==> src/sfe_consts.vh <==
`ifndef SFE_CONSTS_VH
`define SFE_CONSTS_VH

// Register word indices on the Avalon-MM slave.
`define SFE_IDX_TX_DATA        4'h0
`define SFE_IDX_RX_DATA        4'h1
`define SFE_IDX_STATUS         4'h2
`define SFE_IDX_RX_PARAMS      4'h3
`define SFE_IDX_MISC_PARAMS    4'h4
`define SFE_IDX_TX_PARAMS      4'h5
`define SFE_IDX_OPTIONS        4'h7
`define SFE_IDX_MISC_CTRL      4'hA

// Enhancement option bits.
`define SFE_OPT_AUTO_FLAG      0
`define SFE_OPT_AUTO_EOM       1
`define SFE_OPT_AUTO_RTS       2
`define SFE_OPT_RX_LEVEL       3
`define SFE_OPT_REQ_TIMING     4
`define SFE_OPT_TX_LEVEL       5
`define SFE_OPT_READBACK       6
`define SFE_OPT_WMASK          8'h7F

// Fields of the parameter and control registers.
`define SFE_RXP_ENABLE         0
`define SFE_TXP_RTS            1
`define SFE_TXP_ENABLE         3
`define SFE_MISC_MODE_HI       5
`define SFE_MISC_MODE_LO       4
`define SFE_MODE_BIT_FRAME     2'h2
`define SFE_CTRL_FLAG_UNDERRUN 2

// Status register bits.
`define SFE_ST_RX_AVAIL        0
`define SFE_ST_TX_EMPTY        2
`define SFE_ST_TX_INT          3
`define SFE_ST_RX_INT          4
`define SFE_ST_RTS             5
`define SFE_ST_OVERRUN         6
`define SFE_ST_TX_IDLE         7

// Reset values and framing constants.
`define SFE_RST_BYTE           8'h00
`define SFE_FLAG_BYTE          8'h7E
`define SFE_TX_DEPTH           4
`define SFE_RX_DEPTH           16
`define SFE_RX_LEVEL           4

`endif

==> src/sfe_sync2.v <==
`timescale 1ns/1ns
module sfe_sync2
#(
    parameter W = 1
)
(
    // Clock and reset
    input  wire         clk_sys,
    input  wire         sys_rst,
    // Data
    input  wire [W-1:0] d,
    output wire [W-1:0] q
);

    reg [W-1:0] meta_reg;
    reg [W-1:0] sync_reg;

    // The first stage feeds only the second stage.
    always @(posedge clk_sys or posedge sys_rst)
    begin
        if (sys_rst)
        begin
            meta_reg <= {W{1'b0}};
            sync_reg <= {W{1'b0}};
        end
        else
        begin
            meta_reg <= d;
            sync_reg <= meta_reg;
        end
    end

    assign q = sync_reg;

endmodule

==> src/sfe_fifo.v <==
`timescale 1ns/1ns
module sfe_fifo
#(
    parameter WIDTH = 8,
    parameter DEPTH = 16,
    parameter AW    = 4
)
(
    // Clock and reset
    input  wire             clk_sys,
    input  wire             sys_rst,
    // Filling side
    input  wire             in_valid,
    output wire             in_ready,
    input  wire [WIDTH-1:0] in_data,
    // Draining side
    output wire             out_valid,
    input  wire             out_ready,
    output wire [WIDTH-1:0] out_data,
    // Fill level
    output wire [AW:0]      level
);

    reg [WIDTH-1:0] mem [0:DEPTH-1];
    reg [AW-1:0]    wr_ptr_reg;
    reg [AW-1:0]    rd_ptr_reg;
    reg [AW:0]      count_reg;
    wire            push;
    wire            pop;

    assign in_ready  = (count_reg != DEPTH[AW:0]);
    assign out_valid = (count_reg != {(AW+1){1'b0}});
    assign out_data  = mem[rd_ptr_reg];
    assign level     = count_reg;
    assign push      = in_valid & in_ready;
    assign pop       = out_valid & out_ready;

    always @(posedge clk_sys)
    begin
        if (push)
            mem[wr_ptr_reg] <= in_data;
    end

    // Pointers wrap by compare so DEPTH need not be a power of two.
    always @(posedge clk_sys or posedge sys_rst)
    begin
        if (sys_rst)
        begin
            wr_ptr_reg <= {AW{1'b0}};
            rd_ptr_reg <= {AW{1'b0}};
            count_reg  <= {(AW+1){1'b0}};
        end
        else
        begin
            if (push)
                wr_ptr_reg <= (wr_ptr_reg == DEPTH[AW-1:0] - 1'b1) ?
                              {AW{1'b0}} : wr_ptr_reg + 1'b1;
            if (pop)
                rd_ptr_reg <= (rd_ptr_reg == DEPTH[AW-1:0] - 1'b1) ?
                              {AW{1'b0}} : rd_ptr_reg + 1'b1;
            if (push & ~pop)
                count_reg <= count_reg + 1'b1;
            else if (pop & ~push)
                count_reg <= count_reg - 1'b1;
        end
    end

endmodule

==> src/sfe_top.v <==
// What this block does
// - With readback enabled, parameter registers and options read back their values.
// - Outgoing characters pass through a four-entry byte FIFO.
// - Tx level bit clear: transmit interrupt while any FIFO entry is free.
// - Tx level bit set: transmit interrupt only once the FIFO fully drains.
// - Rx level bit clear: receive interrupt for every character received.
// - Rx level bit set: receive interrupt only when four characters wait.
// - Status register zero shows the transmit buffer empty bit.
// - Status register zero shows the receive character available bit.
// - Automatic request-to-send release works only while option bit two is set.
// - Frame mode, no flag on underrun, control cleared: release at closing flag.
// - The release happens on the last rising transmit clock edge of the flag.
// - Option bit zero adds an opening flag; bit one resets end of message.
//
// Register access over Avalon-MM and the register addresses were chosen for this implementation.
`timescale 1ns/1ns
`include "sfe_consts.vh"
module sfe_top
#(
    parameter TX_DEPTH = `SFE_TX_DEPTH,
    parameter RX_DEPTH = `SFE_RX_DEPTH
)
(
    // Clock and reset
    input  wire        clk_sys,
    input  wire        sys_rst,
    // Avalon-MM slave
    input  wire [3:0]  address,
    input  wire        read,
    input  wire        write,
    input  wire [31:0] writedata,
    output reg  [31:0] readdata,
    output reg         waitrequest,
    // Serial line
    input  wire        transmit_clock_pin,
    input  wire        rxd,
    output reg         txd,
    output reg         rts_n,
    // Service requests
    output reg         tx_int_req,
    output reg         rx_int_req,
    output reg         dma_req_n
);

    localparam ST_IDLE = 2'h0;
    localparam ST_OPEN = 2'h1;
    localparam ST_DATA = 2'h2;
    localparam ST_FLAG = 2'h3;

    reg  [7:0] receive_params_reg;
    reg  [7:0] tx_rx_misc_params_reg;
    reg  [7:0] transmit_params_reg;
    reg  [7:0] enhancement_options_reg;
    reg  [7:0] misc_tx_rx_control_reg;
    reg        overrun_reg;
    reg  [1:0] tx_state_reg;
    reg  [2:0] tx_cnt_reg;
    reg  [7:0] tx_sh_reg;
    reg        rts_hold_reg;
    reg        txc_prev_reg;
    reg  [7:0] rx_sh_reg;
    reg  [2:0] rx_cnt_reg;
    reg  [7:0] rx_hold_reg;
    reg        rx_hold_valid_reg;
    reg  [7:0] rd_next;
    reg        tx_pop;

    wire [1:0] pin_sync;
    wire       txc_s;
    wire       rxd_s;
    wire       txc_rise;
    wire       req;
    wire       commit;
    wire       wr_tx;
    wire       rd_rx;
    wire       tx_in_ready;
    wire       tx_valid;
    wire [7:0] tx_data;
    wire [2:0] tx_level;
    wire       rx_in_ready;
    wire       rx_valid;
    wire [7:0] rx_data;
    wire [4:0] rx_level;
    wire       rts_ctrl;
    wire       auto_rts;
    wire       tx_en;
    wire       tx_empty;
    wire       tx_int_next;
    wire       rx_int_next;
    wire       flag_end;
    wire       rx_byte_done;
    wire [7:0] status;

    sfe_sync2 #(.W(2)) u_sync
    (
        .clk_sys (clk_sys),
        .sys_rst (sys_rst),
        .d       ({rxd, transmit_clock_pin}),
        .q       (pin_sync)
    );

    assign txc_s    = pin_sync[0];
    assign rxd_s    = pin_sync[1];
    assign txc_rise = txc_s & ~txc_prev_reg;

    // Bus accesses take one wait cycle; a full transmit FIFO stalls the
    // master instead of dropping the byte.
    assign req    = read | write;
    assign commit = req & ~waitrequest;
    assign wr_tx  = commit & write & (address == `SFE_IDX_TX_DATA);
    assign rd_rx  = commit & read & (address == `SFE_IDX_RX_DATA);

    sfe_fifo #(.WIDTH(8), .DEPTH(TX_DEPTH), .AW(2)) u_tx_fifo
    (
        .clk_sys   (clk_sys),
        .sys_rst   (sys_rst),
        .in_valid  (wr_tx),
        .in_ready  (tx_in_ready),
        .in_data   (writedata[7:0]),
        .out_valid (tx_valid),
        .out_ready (tx_pop),
        .out_data  (tx_data),
        .level     (tx_level)
    );

    sfe_fifo #(.WIDTH(8), .DEPTH(RX_DEPTH), .AW(4)) u_rx_fifo
    (
        .clk_sys   (clk_sys),
        .sys_rst   (sys_rst),
        .in_valid  (rx_hold_valid_reg),
        .in_ready  (rx_in_ready),
        .in_data   (rx_hold_reg),
        .out_valid (rx_valid),
        .out_ready (rd_rx),
        .out_data  (rx_data),
        .level     (rx_level)
    );

    assign rts_ctrl = transmit_params_reg[`SFE_TXP_RTS];
    assign tx_en    = transmit_params_reg[`SFE_TXP_ENABLE];
    assign auto_rts = enhancement_options_reg[`SFE_OPT_AUTO_RTS]
        & ({tx_rx_misc_params_reg[`SFE_MISC_MODE_HI],
            tx_rx_misc_params_reg[`SFE_MISC_MODE_LO]}
           == `SFE_MODE_BIT_FRAME)
        & ~misc_tx_rx_control_reg[`SFE_CTRL_FLAG_UNDERRUN];
    assign flag_end = txc_rise & (tx_state_reg == ST_FLAG)
        & (tx_cnt_reg == 3'h7);
    assign tx_empty = tx_in_ready;
    assign tx_int_next = enhancement_options_reg[`SFE_OPT_TX_LEVEL] ?
        ~tx_valid : tx_in_ready;
    assign rx_int_next = enhancement_options_reg[`SFE_OPT_RX_LEVEL] ?
        (rx_level >= `SFE_RX_LEVEL) : rx_valid;
    assign rx_byte_done = txc_rise & receive_params_reg[`SFE_RXP_ENABLE]
        & (rx_cnt_reg == 3'h7);

    assign status = {tx_state_reg == ST_IDLE, overrun_reg, ~rts_n,
                     rx_int_next, tx_int_next, tx_empty, 1'b0,
                     rx_valid};

    // Read mux; write registers show zero unless readback is enabled.
    always @*
    begin
        rd_next = `SFE_RST_BYTE;
        case (address)
            `SFE_IDX_RX_DATA:
                rd_next = rx_data;
            `SFE_IDX_STATUS:
                rd_next = status;
            `SFE_IDX_RX_PARAMS:
                rd_next = receive_params_reg;
            `SFE_IDX_MISC_PARAMS:
                rd_next = tx_rx_misc_params_reg;
            `SFE_IDX_TX_PARAMS:
                rd_next = transmit_params_reg;
            `SFE_IDX_OPTIONS:
                rd_next = enhancement_options_reg;
            `SFE_IDX_MISC_CTRL:
                rd_next = misc_tx_rx_control_reg;
            default:
                rd_next = `SFE_RST_BYTE;
        endcase
        if (~enhancement_options_reg[`SFE_OPT_READBACK] &&
            address != `SFE_IDX_RX_DATA && address != `SFE_IDX_STATUS)
            rd_next = `SFE_RST_BYTE;
    end

    // Bus slave and register writes.
    always @(posedge clk_sys or posedge sys_rst)
    begin
        if (sys_rst)
        begin
            waitrequest             <= 1'b1;
            readdata                <= 32'h0000_0000;
            receive_params_reg      <= `SFE_RST_BYTE;
            tx_rx_misc_params_reg   <= `SFE_RST_BYTE;
            transmit_params_reg     <= `SFE_RST_BYTE;
            enhancement_options_reg <= `SFE_RST_BYTE;
            misc_tx_rx_control_reg  <= `SFE_RST_BYTE;
        end
        else
        begin
            waitrequest <= 1'b1;
            if (req & waitrequest &
                ~(write & (address == `SFE_IDX_TX_DATA) & ~tx_in_ready))
            begin
                waitrequest <= 1'b0;
                readdata    <= {24'h00_0000, rd_next};
            end
            if (commit & write)
            begin
                case (address)
                    `SFE_IDX_RX_PARAMS:
                        receive_params_reg <= writedata[7:0];
                    `SFE_IDX_MISC_PARAMS:
                        tx_rx_misc_params_reg <= writedata[7:0];
                    `SFE_IDX_TX_PARAMS:
                        transmit_params_reg <= writedata[7:0];
                    `SFE_IDX_OPTIONS:
                        enhancement_options_reg <=
                            writedata[7:0] & `SFE_OPT_WMASK;
                    `SFE_IDX_MISC_CTRL:
                        misc_tx_rx_control_reg <= writedata[7:0];
                    default:
                        ;
                endcase
            end
        end
    end

    // Transmit FIFO pop happens at the transmit clock edge that loads a byte.
    always @*
    begin
        tx_pop = 1'b0;
        if (txc_rise & tx_en & tx_valid)
        begin
            case (tx_state_reg)
                ST_IDLE:
                    tx_pop = ~enhancement_options_reg[`SFE_OPT_AUTO_FLAG];
                ST_OPEN:
                    tx_pop = (tx_cnt_reg == 3'h7);
                ST_DATA:
                    tx_pop = (tx_cnt_reg == 3'h7);
                ST_FLAG:
                    tx_pop = (tx_cnt_reg == 3'h7) &
                        enhancement_options_reg[`SFE_OPT_AUTO_EOM];
                default:
                    tx_pop = 1'b0;
            endcase
        end
    end

    // Framing is kept minimal: no zero insertion and no check sequence,
    // so the closing flag follows the last data bit directly.
    always @(posedge clk_sys or posedge sys_rst)
    begin
        if (sys_rst)
        begin
            txc_prev_reg <= 1'b0;
            tx_state_reg <= ST_IDLE;
            tx_cnt_reg   <= 3'h0;
            tx_sh_reg    <= `SFE_RST_BYTE;
            txd          <= 1'b1;
        end
        else
        begin
            txc_prev_reg <= txc_s;
            if (txc_rise)
            begin
                case (tx_state_reg)
                    ST_IDLE:
                    begin
                        txd        <= 1'b1;
                        tx_cnt_reg <= 3'h0;
                        if (tx_en & tx_valid)
                        begin
                            if (enhancement_options_reg[`SFE_OPT_AUTO_FLAG])
                            begin
                                tx_sh_reg    <= `SFE_FLAG_BYTE;
                                tx_state_reg <= ST_OPEN;
                            end
                            else
                            begin
                                tx_sh_reg    <= tx_data;
                                tx_state_reg <= ST_DATA;
                            end
                        end
                    end
                    default:
                    begin
                        txd        <= tx_sh_reg[0];
                        tx_sh_reg  <= {1'b0, tx_sh_reg[7:1]};
                        tx_cnt_reg <= tx_cnt_reg + 3'h1;
                        if (tx_cnt_reg == 3'h7)
                        begin
                            if (tx_pop)
                            begin
                                tx_sh_reg    <= tx_data;
                                tx_state_reg <= ST_DATA;
                            end
                            else if (tx_state_reg == ST_DATA)
                            begin
                                tx_sh_reg    <= `SFE_FLAG_BYTE;
                                tx_state_reg <= ST_FLAG;
                            end
                            else
                                tx_state_reg <= ST_IDLE;
                        end
                    end
                endcase
            end
        end
    end

    // The hold keeps the output asserted after software drops the control
    // bit, so the line driver is not turned round mid-frame.
    always @(posedge clk_sys or posedge sys_rst)
    begin
        if (sys_rst)
        begin
            rts_hold_reg <= 1'b0;
            rts_n        <= 1'b1;
        end
        else
        begin
            if (rts_ctrl)
                rts_hold_reg <= 1'b1;
            else if (flag_end | ~auto_rts | (tx_state_reg == ST_IDLE))
                rts_hold_reg <= 1'b0;
            rts_n <= ~(rts_ctrl | (auto_rts & rts_hold_reg & ~flag_end));
        end
    end

    // Receive assembler; a byte waits in the holding register while the
    // FIFO is full, and a second byte arriving meanwhile is an overrun.
    always @(posedge clk_sys or posedge sys_rst)
    begin
        if (sys_rst)
        begin
            rx_sh_reg         <= `SFE_RST_BYTE;
            rx_cnt_reg        <= 3'h0;
            rx_hold_reg       <= `SFE_RST_BYTE;
            rx_hold_valid_reg <= 1'b0;
            overrun_reg       <= 1'b0;
        end
        else
        begin
            if (rx_hold_valid_reg & rx_in_ready)
                rx_hold_valid_reg <= 1'b0;
            if (txc_rise & receive_params_reg[`SFE_RXP_ENABLE])
            begin
                rx_sh_reg  <= {rxd_s, rx_sh_reg[7:1]};
                rx_cnt_reg <= rx_cnt_reg + 3'h1;
            end
            if (rx_byte_done)
            begin
                if (rx_hold_valid_reg & ~rx_in_ready)
                    ;
                else
                begin
                    rx_hold_reg       <= {rxd_s, rx_sh_reg[7:1]};
                    rx_hold_valid_reg <= 1'b1;
                end
            end
            // A new overrun wins over a clear in the same cycle.
            if (rx_byte_done & rx_hold_valid_reg & ~rx_in_ready)
                overrun_reg <= 1'b1;
            else if (commit & write & (address == `SFE_IDX_STATUS) &
                     writedata[`SFE_ST_OVERRUN])
                overrun_reg <= 1'b0;
        end
    end

    // Service request outputs.
    always @(posedge clk_sys or posedge sys_rst)
    begin
        if (sys_rst)
        begin
            tx_int_req <= 1'b0;
            rx_int_req <= 1'b0;
            dma_req_n  <= 1'b1;
        end
        else
        begin
            tx_int_req <= tx_int_next;
            rx_int_req <= rx_int_next;
            dma_req_n  <= enhancement_options_reg[`SFE_OPT_REQ_TIMING] ?
                ~(tx_level <= 3'h2) : ~tx_in_ready;
        end
    end

endmodule

==> config.mk <==
export PLATFORM = sky130hd
export DESIGN_NAME = sfe_top
export DESIGN_NICKNAME = d
export VERILOG_FILES = /design/src/sfe_sync2.v /design/src/sfe_fifo.v /design/src/sfe_top.v
export VERILOG_INCLUDE_DIRS = /design/src
export SDC_FILE = /design/constraint.sdc
export NUM_CORES = 1
export LEC_CHECK = 0
export ABC_AREA = 1
export BUFFER_PORTS_ARGS = -buffer_cell sky130_fd_sc_hd__buf_2
export CAP_MARGIN = 30
export CORE_AREA = 5 5 171 173
export DETAILED_ROUTE_END_ITERATION = 6
export DIE_AREA = 0 0 176 178
export SYNTH_ARGS = -nofsm -noshare
export SYNTH_HDL_FRONTEND = slang
export SYNTH_SLANG_ARGS = --single-unit
==> constraint.sdc <==
create_clock -name clk_sys -period 3.38 [get_ports clk_sys]
set_input_delay 0.507 -clock clk_sys [delete_from_list [all_inputs] [get_ports clk_sys]]
set_output_delay 0.507 -clock clk_sys [all_outputs]
set_load 0.01 [all_outputs]
After elaboration in Yosys (flattened, before gate mapping)
Memories as Yosys holds them, arrays and structs flattened.
Index checks and enable logic that the tools add are counted.
{"block": "word_totals", "output_inout_bits": 38, "romBits": 0, "mem_bits_rw": 160, "word_cells": 185, "mem_count": 2, "inputBits": 42, "latchBits": 0, "regBits": 113}
{"memory": "u_rx_fifo.mem", "words": 16, "width": 8, "rd": 1, "rd_clocked_by_memory_dff": 0, "write_ports": 1, "line_no": "sfe_fifo.v:24", "rtl": "reg [WIDTH-1:0] mem [0:DEPTH-1];"}
{"memory": "u_tx_fifo.mem", "words": 4, "width": 8, "rd": 1, "rd_clocked_by_memory_dff": 0, "write_ports": 1, "line_no": "sfe_fifo.v:24"}
{"block": "op_classes", "n_mux": 41, "n_shift": 0, "multipliers": 0, "n_eq_ne": 22, "addsub": 10, "order_cmp": 2, "reduce_logical": 20, "div": 0, "n_bitwise": 58}
{"op": "8-bit case mux with 7 select lines", "n": 1}
{"op": "8-bit two-way mux", "n": 6}
{"op": "1-bit bitwise AND", "n": 35}
{"op": "1-bit inverter", "n": 19}
{"op": "1-bit two-way mux", "n": 17}
{"op": "2-bit two-way mux", "n": 8}
{"op": "2-bit AND reduction", "n": 7}
{"op": "4-bit by 3-bit equality test with 1-bit output (second input constant)", "n": 3}
{"op": "4-bit equality test (second input constant)", "n": 3}
{"op": "2-bit equality test (second input constant)", "n": 5}
{"op": "5-bit two-way mux", "n": 2}
{"op": "2-bit nonzero test", "n": 5}
{"op": "3-bit by 1-bit adder with 3-bit output (second input constant)", "n": 3}
{"op": "3-bit two-way mux", "n": 3}
{"op": "4-bit by 1-bit adder with 4-bit output (second input constant)", "n": 2}
{"op": "4-bit by 2-bit equality test with 1-bit output (second input constant)", "n": 2}
{"op": "4-bit two-way mux", "n": 2}
{"op": "7-bit two-way mux", "n": 1}
{"op": "3-bit equality test (second input constant)", "n": 2}
{"op": "5-bit by 1-bit adder with 5-bit output (second input constant)", "n": 1}
{"op": "5-bit by 3-bit greater-or-equal comparator with 1-bit output (second input constant)", "n": 1}
{"op": "5-bit inequality test (second input constant)", "n": 1}
{"op": "5-bit nonzero test", "n": 1}
{"op": "5-bit by 1-bit subtractor with 5-bit output (second input constant)", "n": 1}
{"op": "17 further kinds", "n": 22}

Logic depth before layout (Yosys ltp)
Gate-level depths: netlist (run 1).
{"block": "depth", "depth_word": 9, "mapped_depth": 15, "ltp_nobuf": 15}

Cells and area by module
A second synthesis (run 1) with hierarchy kept.
{"block": "hier_totals", "cells_unflattened": 1363, "area_unflattened_um2": 12728.5}
{"mod": "sfe_fifo at u_rx_fifo", "instances": 1, "seq_area_each_um2": 4169.0, "cells_per_inst": 669, "area_each_um2": 6449.9}
{"mod": "sfe_top", "instances": 1, "seq_area_each_um2": 2207.1, "cells_per_inst": 536, "area_each_um2": 4414.2}
{"mod": "sfe_fifo at u_tx_fifo", "instances": 1, "seq_area_each_um2": 1136.1, "cells_per_inst": 153, "area_each_um2": 1760.4}
{"mod": "sfe_sync2", "instances": 1, "seq_area_each_um2": 100.1, "cells_per_inst": 5, "area_each_um2": 103.8}

Least setup slack after synthesis (run 1)
Ideal clock, no wire load.
{"block": "synth_timing", "path_type": "input -> register", "startpoint": "input port address[3]", "endpoint": "register u_rx_fifo.count_reg[4], in the netlist u_rx_fifo.level[4]", "path_buffers": 0, "path_stages": 13, "setup_slack_ns": 0.893, "arrival_time_ns": 2.362, "t_required_ns": 3.256, "setup_time_ns": 0.124, "path_cell_list": "nor2_2 > inv_2 > nor3_4 > nand4_4 > ha_1 > fa_1 > inv_1 > nand2_1 > a21oi_1 > nor2_1 > nand2_1 > nand3_1 > xnor2_1"}
{"block": "synth_between", "elab_chain_cells": 6, "word_cells_on_any_way": 8, "classes_between": "1 x eq/ne; 1 x mux; 5 x bitwise; 1 x reduce/logical"}
{"item": "start, declared", "line_no": "sfe_top.v:28", "rtl": "input wire [3:0] address,"}
{"item": "4-bit by 1-bit equality test with 1-bit output (*)"}
{"item": "1-bit bitwise AND (*)", "line_no": "sfe_top.v:111", "rtl": "assign rd_rx = commit & read & (address == `SFE_IDX_RX_DATA);"}
{"item": "1-bit bitwise AND (*)", "line_no": "sfe_fifo.v:36", "rtl": "assign pop = out_valid & out_ready;"}
{"item": "1-bit inverter", "line_no": "sfe_fifo.v:61", "rtl": "if (push & ~pop)"}
{"item": "1-bit bitwise AND", "line_no": "sfe_fifo.v:61"}
{"item": "5-bit two-way mux / 2-bit nonzero test (equally long branches)"}
{"item": "end signal, assigned", "line_no": "sfe_fifo.v:51", "rtl": "count_reg <= {(AW+1){1'b0}};"}
{"item": "end signal, assigned", "line_no": "sfe_fifo.v:62", "rtl": "count_reg <= count_reg + 1'b1;"}
{"item": "end signal, assigned", "line_no": "sfe_fifo.v:64", "rtl": "count_reg <= count_reg - 1'b1;"}
{"item": "end, declared", "line_no": "sfe_fifo.v:27", "rtl": "reg [AW:0] count_reg;"}
Mark *: on every way between the ends. The rest lies on a longest branch, timed or not.
A chain may end at the register's enable or synchronous reset.

Worst setup path after layout (run 1)
{"block": "layout_timing", "startpoint": "register u_rx_fifo.count_reg[0], in the netlist u_rx_fifo.level[0]", "endpoint": "register u_rx_fifo.count_reg[3], in the netlist u_rx_fifo.level[3]"}
{"block": "layout_between", "elab_chain_cells": 5, "word_cells_on_any_way": 13, "classes_between": "2 x add/sub; 1 x eq/ne; 2 x mux; 6 x bitwise; 2 x reduce/logical"}
{"item": "branches (longest 5 deep; another with 5-bit by 1-bit subtractor with 5-bit output)"}
Parallel ways; which one is timed is not known. The select of a mux whose other input is x is not followed.

==> results of run 1 <==
==> where the power goes <==
group | internal [W] | total (W) | switching [W]
combinational | 0.000622 | 0.00182 | 0.00120
sequential | 0.00381 | 0.00412 | 0.000303
clock | 0.00172 | 0.00301 | 0.00128
==> placed cells by master (no fill, tap or decap), types with 5 or more instances in the layout <==
cell,n
nand3_1,111
edfxtp_1,160
nor2_1,71
buf_4,9
ha_1,22
inv_1,188
buf_2,31
a21oi_1,16
o21ai_0,79
dfrtp_1,107
clkbuf_1,15
inv_2,5
nand2_1,406
conb_1,24
nand4_1,6
clkinv_2,5
o21ai_1,8
clkbuf_16,29
==> cell families after synthesis <==
group	after synthesis	synth area share, %
flops	272	61.2
xor+xnor	8	0.563
simple gates	616	20.8
compound gates	121	5.50
fa+ha+maj	24	2.54
mux	4	0.362
other cells	1	0.0302
buf+inv	258	9.01
==> per-stage QoR <==
step | setup slack [ps] | cells
3_5_place_dp | 687 | 1655
3_3_place_gp | 725 | 1654
2_1_floorplan | 893 | 1327
4_1_cts | 749 | 1709
5_1_grt | 493 | 1709
6_report | 741 | 1709
==> worst max-delay path, delay by kind of cell (launching register included) <==
kind / cells / cell delay (ps)
adder cells (fa/ha/maj): 2 / 550
AO/OA/AOI/OAI: 4 / 540
flip-flops: 1 / 420
AND/OR/NAND/NOR: 6 / 820
buffers and inverters: 3 / 250
==> worst min path at each step <==
stage	cells past startpoint	endpoint	slack, ps	from
6_report	1	u_sync.meta_reg[1]	60	rxd
3_3_place_gp	0	u_sync.q[1]	330	u_sync.meta_reg[1]
3_5_place_dp	0	u_sync.q[0]	340	u_sync.meta_reg[0]
5_1_grt	1	u_sync.meta_reg[0]	40	transmit_clock_pin
4_1_cts	1	u_sync.meta_reg[0]	30	transmit_clock_pin
2_1_floorplan	0	u_sync.q[0]	330	u_sync.meta_reg[0]
==> area by class of cell <==
type / count / area, sq um
Clock buffer: 46 / 810
Clock inverter: 8 / 82.6
Multi-Input combinational cell: 797 / 3790
Sequential cell: 272 / 7610
Fill cell: 2570 / 13700
Timing Repair Buffer: 42 / 270
Inverter: 198 / 748
Tap cell: 346 / 433
==> per-layer routing <==
metal	vias up	part of all wire, %
met5	-	0
met3	29	4.2
met4	0	1.6
met1	3975	47
li1	4214	-
met2	158	47
==> impl_metrics.tcl, run 1 <==
set metrics [dict create \
    reg_top3 "u_rx_fifo.mem: 128 flops, u_tx_fifo.mem: 32 flops" \
    cts_sinks 272 \
    critPathMaxFanout 8 \
    via_count 8376 \
    synth.ff_latch_count 272 \
    path_cells "nor2_1 -> nand2_1 -> nor2_1 -> inv_1 -> nand4_4 -> ha_1 -> inv_1 -> ha_1 -> nand2_1 -> inv_1 -> o21ai_0 -> nand2_1 -> o21ai_0 -> a21oi_1 -> a21oi_1" \
    insertion_delay_ps 550 \
    rsz0062_at_grt "false" \
    crit_end "u_rx_fifo.level[3]" \
    drive_above_1_share_pct 8.58 \
    rr_endpoint "u_rx_fifo.level[3]" \
    hold_buffers 0 \
    reg2regPathDepth 15 \
    place_area_sq_mm 0.0129 \
    tightest_slew_ps 805 \
    async_flop_share_pct 41.2 \
    grt_first_pass_wirelength_mm 43.2 \
    place.gp.congestion 0.804 \
    use_met3_pct 2.25 \
    critPathCaptureType "flip-flop" \
    grtUsageTotal_pct 17.4 \
    syn_area_sq_mm 0.0124 \
    power_w 0.00894 \
    setup_viol 0 \
    syn_avg_cell_area_sq_um 9.53 \
    hpwl_mm 17.9 \
    crit_type "reg -> reg" \
    cellLeakagePower_nw 6.34 \
    outcome "complete, no violations" \
    synth.distinct_cells 45 \
    synth-main-ff-cell "edfxtp_1" \
    drv_cap 0 \
    fin_worst_skew_ps 11.9 \
    viasPerCell 4.90 \
    synthTopCellsByArea "edfxtp_1, dfrtp_1, nand2_1" \
    largest_reg_flops 128 \
    drt_iter0_drc 588 \
    slowest_stage "dfrtp_1" \
    antenna_found_initial 0 \
    slew-limit-headroom_pct 46.1 \
    worstHoldPathType "in -> reg" \
    fin_nets 1406 \
    coreArea_sq_mm 0.0275 \
    yosysMostFrequentCell "nand2_1" \
    grt-ovfl-total 0 \
    die_area_sq_mm 0.0313 \
    fp.dieH_microns 178 \
    regMostFlops "u_rx_fifo.mem" \
    synth-edff-count 160 \
    cts_root_buffer "clkbuf_16" \
    fmax_mhz 379 \
    finalSetupTns_ps 0 \
    io_pins 80 \
    cts-htree-levels 1 \
    rrSetupSlack_ps 740 \
    cp_data_arrival_time_ps 3120 \
    tritoncts "done" \
    grt_max_degree 78 \
    syn_to_final_growth_pct 10.5 \
    io_buffers 31 \
    cpPeakStageDelay_ps 420 \
    postLayoutCoreUtil_pct 50.0 \
    gr-max-usage-layer "met2" \
    wl_mm 27.3 \
    cts_resized 0 \
    cts_max_path_buffers 3 \
    crit_start "u_rx_fifo.level[0]" \
    r2r-start "u_rx_fifo.level[0]" \
    holdWs_ps 58.7 \
    ys_top_cells_by_count "nand2_1, inv_1, edfxtp_1" \
    critPathRequiredTime_ps 3860 \
    firstDrtPassIters 5 \
    cts.clk_slew.worst_paths_ps 60 \
    worst_ir_drop_vdd_mv 0.523 \
    synth_top_area_cell "edfxtp_1" \
    power_density_mw_per_mm2 651 \
    start_util_pct 45.3 \
    ys.warnings.count 0 \
    layout_min_cycle_time_ps 2640 \
    use_met2_pct 28.6 \
    cts_buffers 29 \
    grt_use_met1_pct 25.0 \
    hold_viol 0 \
    ant_nets 0 \
    slew_violations 0 \
    die_x_microns 176 \
    synthCells 1304 \
    num_antenna_cells 0 \
    cts_setup_buffers 0 \
    post-synth-top-area-fraction_pct 38.6 \
    finalCritPeriodShare_pct 78.1 \
    grt_pass1_vias 7796 \
    stdcell_area_sq_mm 0.0137 \
    yosysSeqAreaShare_pct 61.2 \
    cp-start-kind "flip-flop" \
    wl_per_cell_microns 16.0 \
    drc 0 \
    std_cell_rows 61 \
]
No activity file was read; power rests on OpenSTA's default activity.
==> inputs of run 2 (changes only) <==
- clock period: 3.38 -> 2.65 ns (I/O delays scaled with it)
==> run 2 against run 1 <==
Net effect: hold slack better by 27 ps; largest cell class unchanged; sequential power up 25%; sequential cell count unchanged; wire length up 0.74%; via count up 0.88%; global-route usage up 0.42 points; highest routed layer unchanged.
==> impl_metrics.tcl, run 2 (synthesis results as in run 1) <==
set metrics [dict create \
    hpwl_mm 18.2 \
    grt_max_degree 67 \
    fmax_mhz 420 \
    cts.clk_slew.worst_paths_ps 60 \
    critPathMaxFanout 7 \
    slew-limit-headroom_pct 48.2 \
    cts_buffers 29 \
    insertion_delay_ps 550 \
    std_cell_rows 61 \
    io_buffers 31 \
    dp_cells 1673 \
    grt_pass1_vias 8230 \
    setup_viol 0 \
    firstDrtPassIters 4 \
    fp.dieH_microns 178 \
    reg_top3 "u_rx_fifo.mem: 128 flops, u_tx_fifo.mem: 32 flops" \
    die_x_microns 176 \
    cts_max_path_buffers 3 \
    wl_mm 27.5 \
    grtUsageTotal_pct 17.8 \
    slowest_stage "fa_1" \
    wl_per_cell_microns 15.9 \
    finalCritPeriodShare_pct 89.7 \
    fin_nets 1427 \
    tritoncts "done" \
    critPathRequiredTime_ps 3080 \
    whs_path_depth 1 \
    hold_viol 0 \
    cellLeakagePower_nw 6.48 \
    finalSetupTns_ps 0 \
    final_common_cell "nand2_1" \
    cts-htree-levels 1 \
    antenna_found_initial 0 \
    postLayoutCoreUtil_pct 50.8 \
    worstHoldPathType "in -> reg" \
    largest_reg_flops 128 \
    most-common-layout-cells "nand2_1, inv_1, edfxtp_1, nand3_1, dfrtp_1" \
    fin_worst_skew_ps 19.4 \
    coreArea_sq_mm 0.0275 \
    start_util_pct 45.3 \
    drive_above_1_share_pct 10.6 \
    io_pins 80 \
    path_cells "inv_1 -> ha_1 -> clkinv_2 -> nand2_1 -> o21ai_4 -> nand2_2 -> ha_1 -> inv_1 -> fa_1 -> mux2_2" \
    layout_min_cycle_time_ps 2380 \
    cts_sinks 272 \
    cts_root_buffer "clkbuf_16" \
    die_area_sq_mm 0.0313 \
    syn_to_final_growth_pct 12.2 \
    cp_data_arrival_time_ps 2810 \
    viasPerCell 4.88 \
    slew_violations 0 \
    critPathCaptureType "flip-flop" \
    tightest_slew_ps 777 \
    crit_type "reg -> reg" \
    cp-start-kind "flip-flop" \
    worst_ir_drop_vdd_mv 0.489 \
    power_density_mw_per_mm2 825 \
    grt_first_pass_wirelength_mm 44.1 \
    cpPeakStageDelay_ps 420 \
    drv_cap 0 \
    regMostFlops "u_rx_fifo.mem" \
    drt_iter0_drc 671 \
    reg2regPathDepth 10 \
    drc 0 \
    ant_nets 0 \
    rsz0062_at_grt "false" \
    place.gp.congestion 0.810 \
    grt-ovfl-total 0 \
    post_layout_nonfiller_instances 1730 \
    via_count 8450 \
    num_antenna_cells 0 \
    outcome "complete, no violations" \
]
==> run 2: cell types whose count changed in the layout (fill, tap and decap cells not counted), sizes merged <==
cell / previous run / this run
clkinv: 9 / 14
buf: 42 / 60
inv: 195 / 196
bufinv: 1 / 0
dlygate4sd3: 0 / 3
clkinvlp: 1 / 2
clkbuf: 46 / 40
==> run 2: through the flow <==
step / hold slack [ps] / worst slack [ps] / total power, W / cell area, sq um
2_1_floorplan: 331 / 273 / 0.00695 / 12500
3_3_place_gp: 335 / 248 / 0.00761 / 13000
3_5_place_dp: 346 / 204 / 0.00768 / 13000
4_1_cts: 62.2 / 211 / 0.0116 / 13900
5_1_grt: 71.8 / 57.5 / 0.0122 / 13900
6_report: 85.9 / 272 / 0.0115 / 13900
==> run 2: where the power goes <==
part / switching, W / internal (W)
clock network: 0.00165 / 0.00226
logic: 0.00161 / 0.000811
registers: 0.000306 / 0.00486
total: 0.00356 / 0.00794
==> run 2: path summary, 6_finish.rpt <==
kind | from | endpoint | slack (ps)
max | tx_state_reg[0] | u_tx_fifo.level[1] | 270
min | writedata[5] | u_tx_fifo.mem[3][5] | 90
max reg2reg | tx_state_reg[0] | u_tx_fifo.level[1] | 270
min reg2reg | u_sync.meta_reg[1] | u_sync.q[1] | 360
max in group asynchronous | sys_rst | dma_req_n | 1410
min in group asynchronous | sys_rst | rx_sh_reg[7] | 500
==> run 2: final cells by class <==
type	count	area (sq um)
clock buffer	40	857
clock inverter	14	78.8
fill	2499	13500
multi-input combinational	797	3790
tap	346	433
timing repair buffer	63	428
sequential	272	7610
inverter	198	748
==> run 2: timing repair <==
action / CTS / global route
gates resized for setup: 0 / 1
buffers inserted: 0 / 0
hold buffers: 3 / 0
endpoints found under the hold margin: 28 / 0
setup endpoints to repair: 0 / 2
==> run 2: metal layers <==
metal	up-vias	wire, microns	GRT usage (%)
li1	4251	-	-
met1	4019	12800	24.7
met2	139	13000	29.3
met3	41	1070	2.67
met4	0	661	5.30
met5	-	0	0
==> run 2: critical path: cells and delay by family, from the launching register on <==
family / cells / cell delay [ps]
multiplexers: 1 / 260
flip-flops: 1 / 370
adder cells (fa/ha/maj): 3 / 860
AO/OA/AOI/OAI: 1 / 270
AND/OR/NAND/NOR: 2 / 240
buffers and inverters: 3 / 280
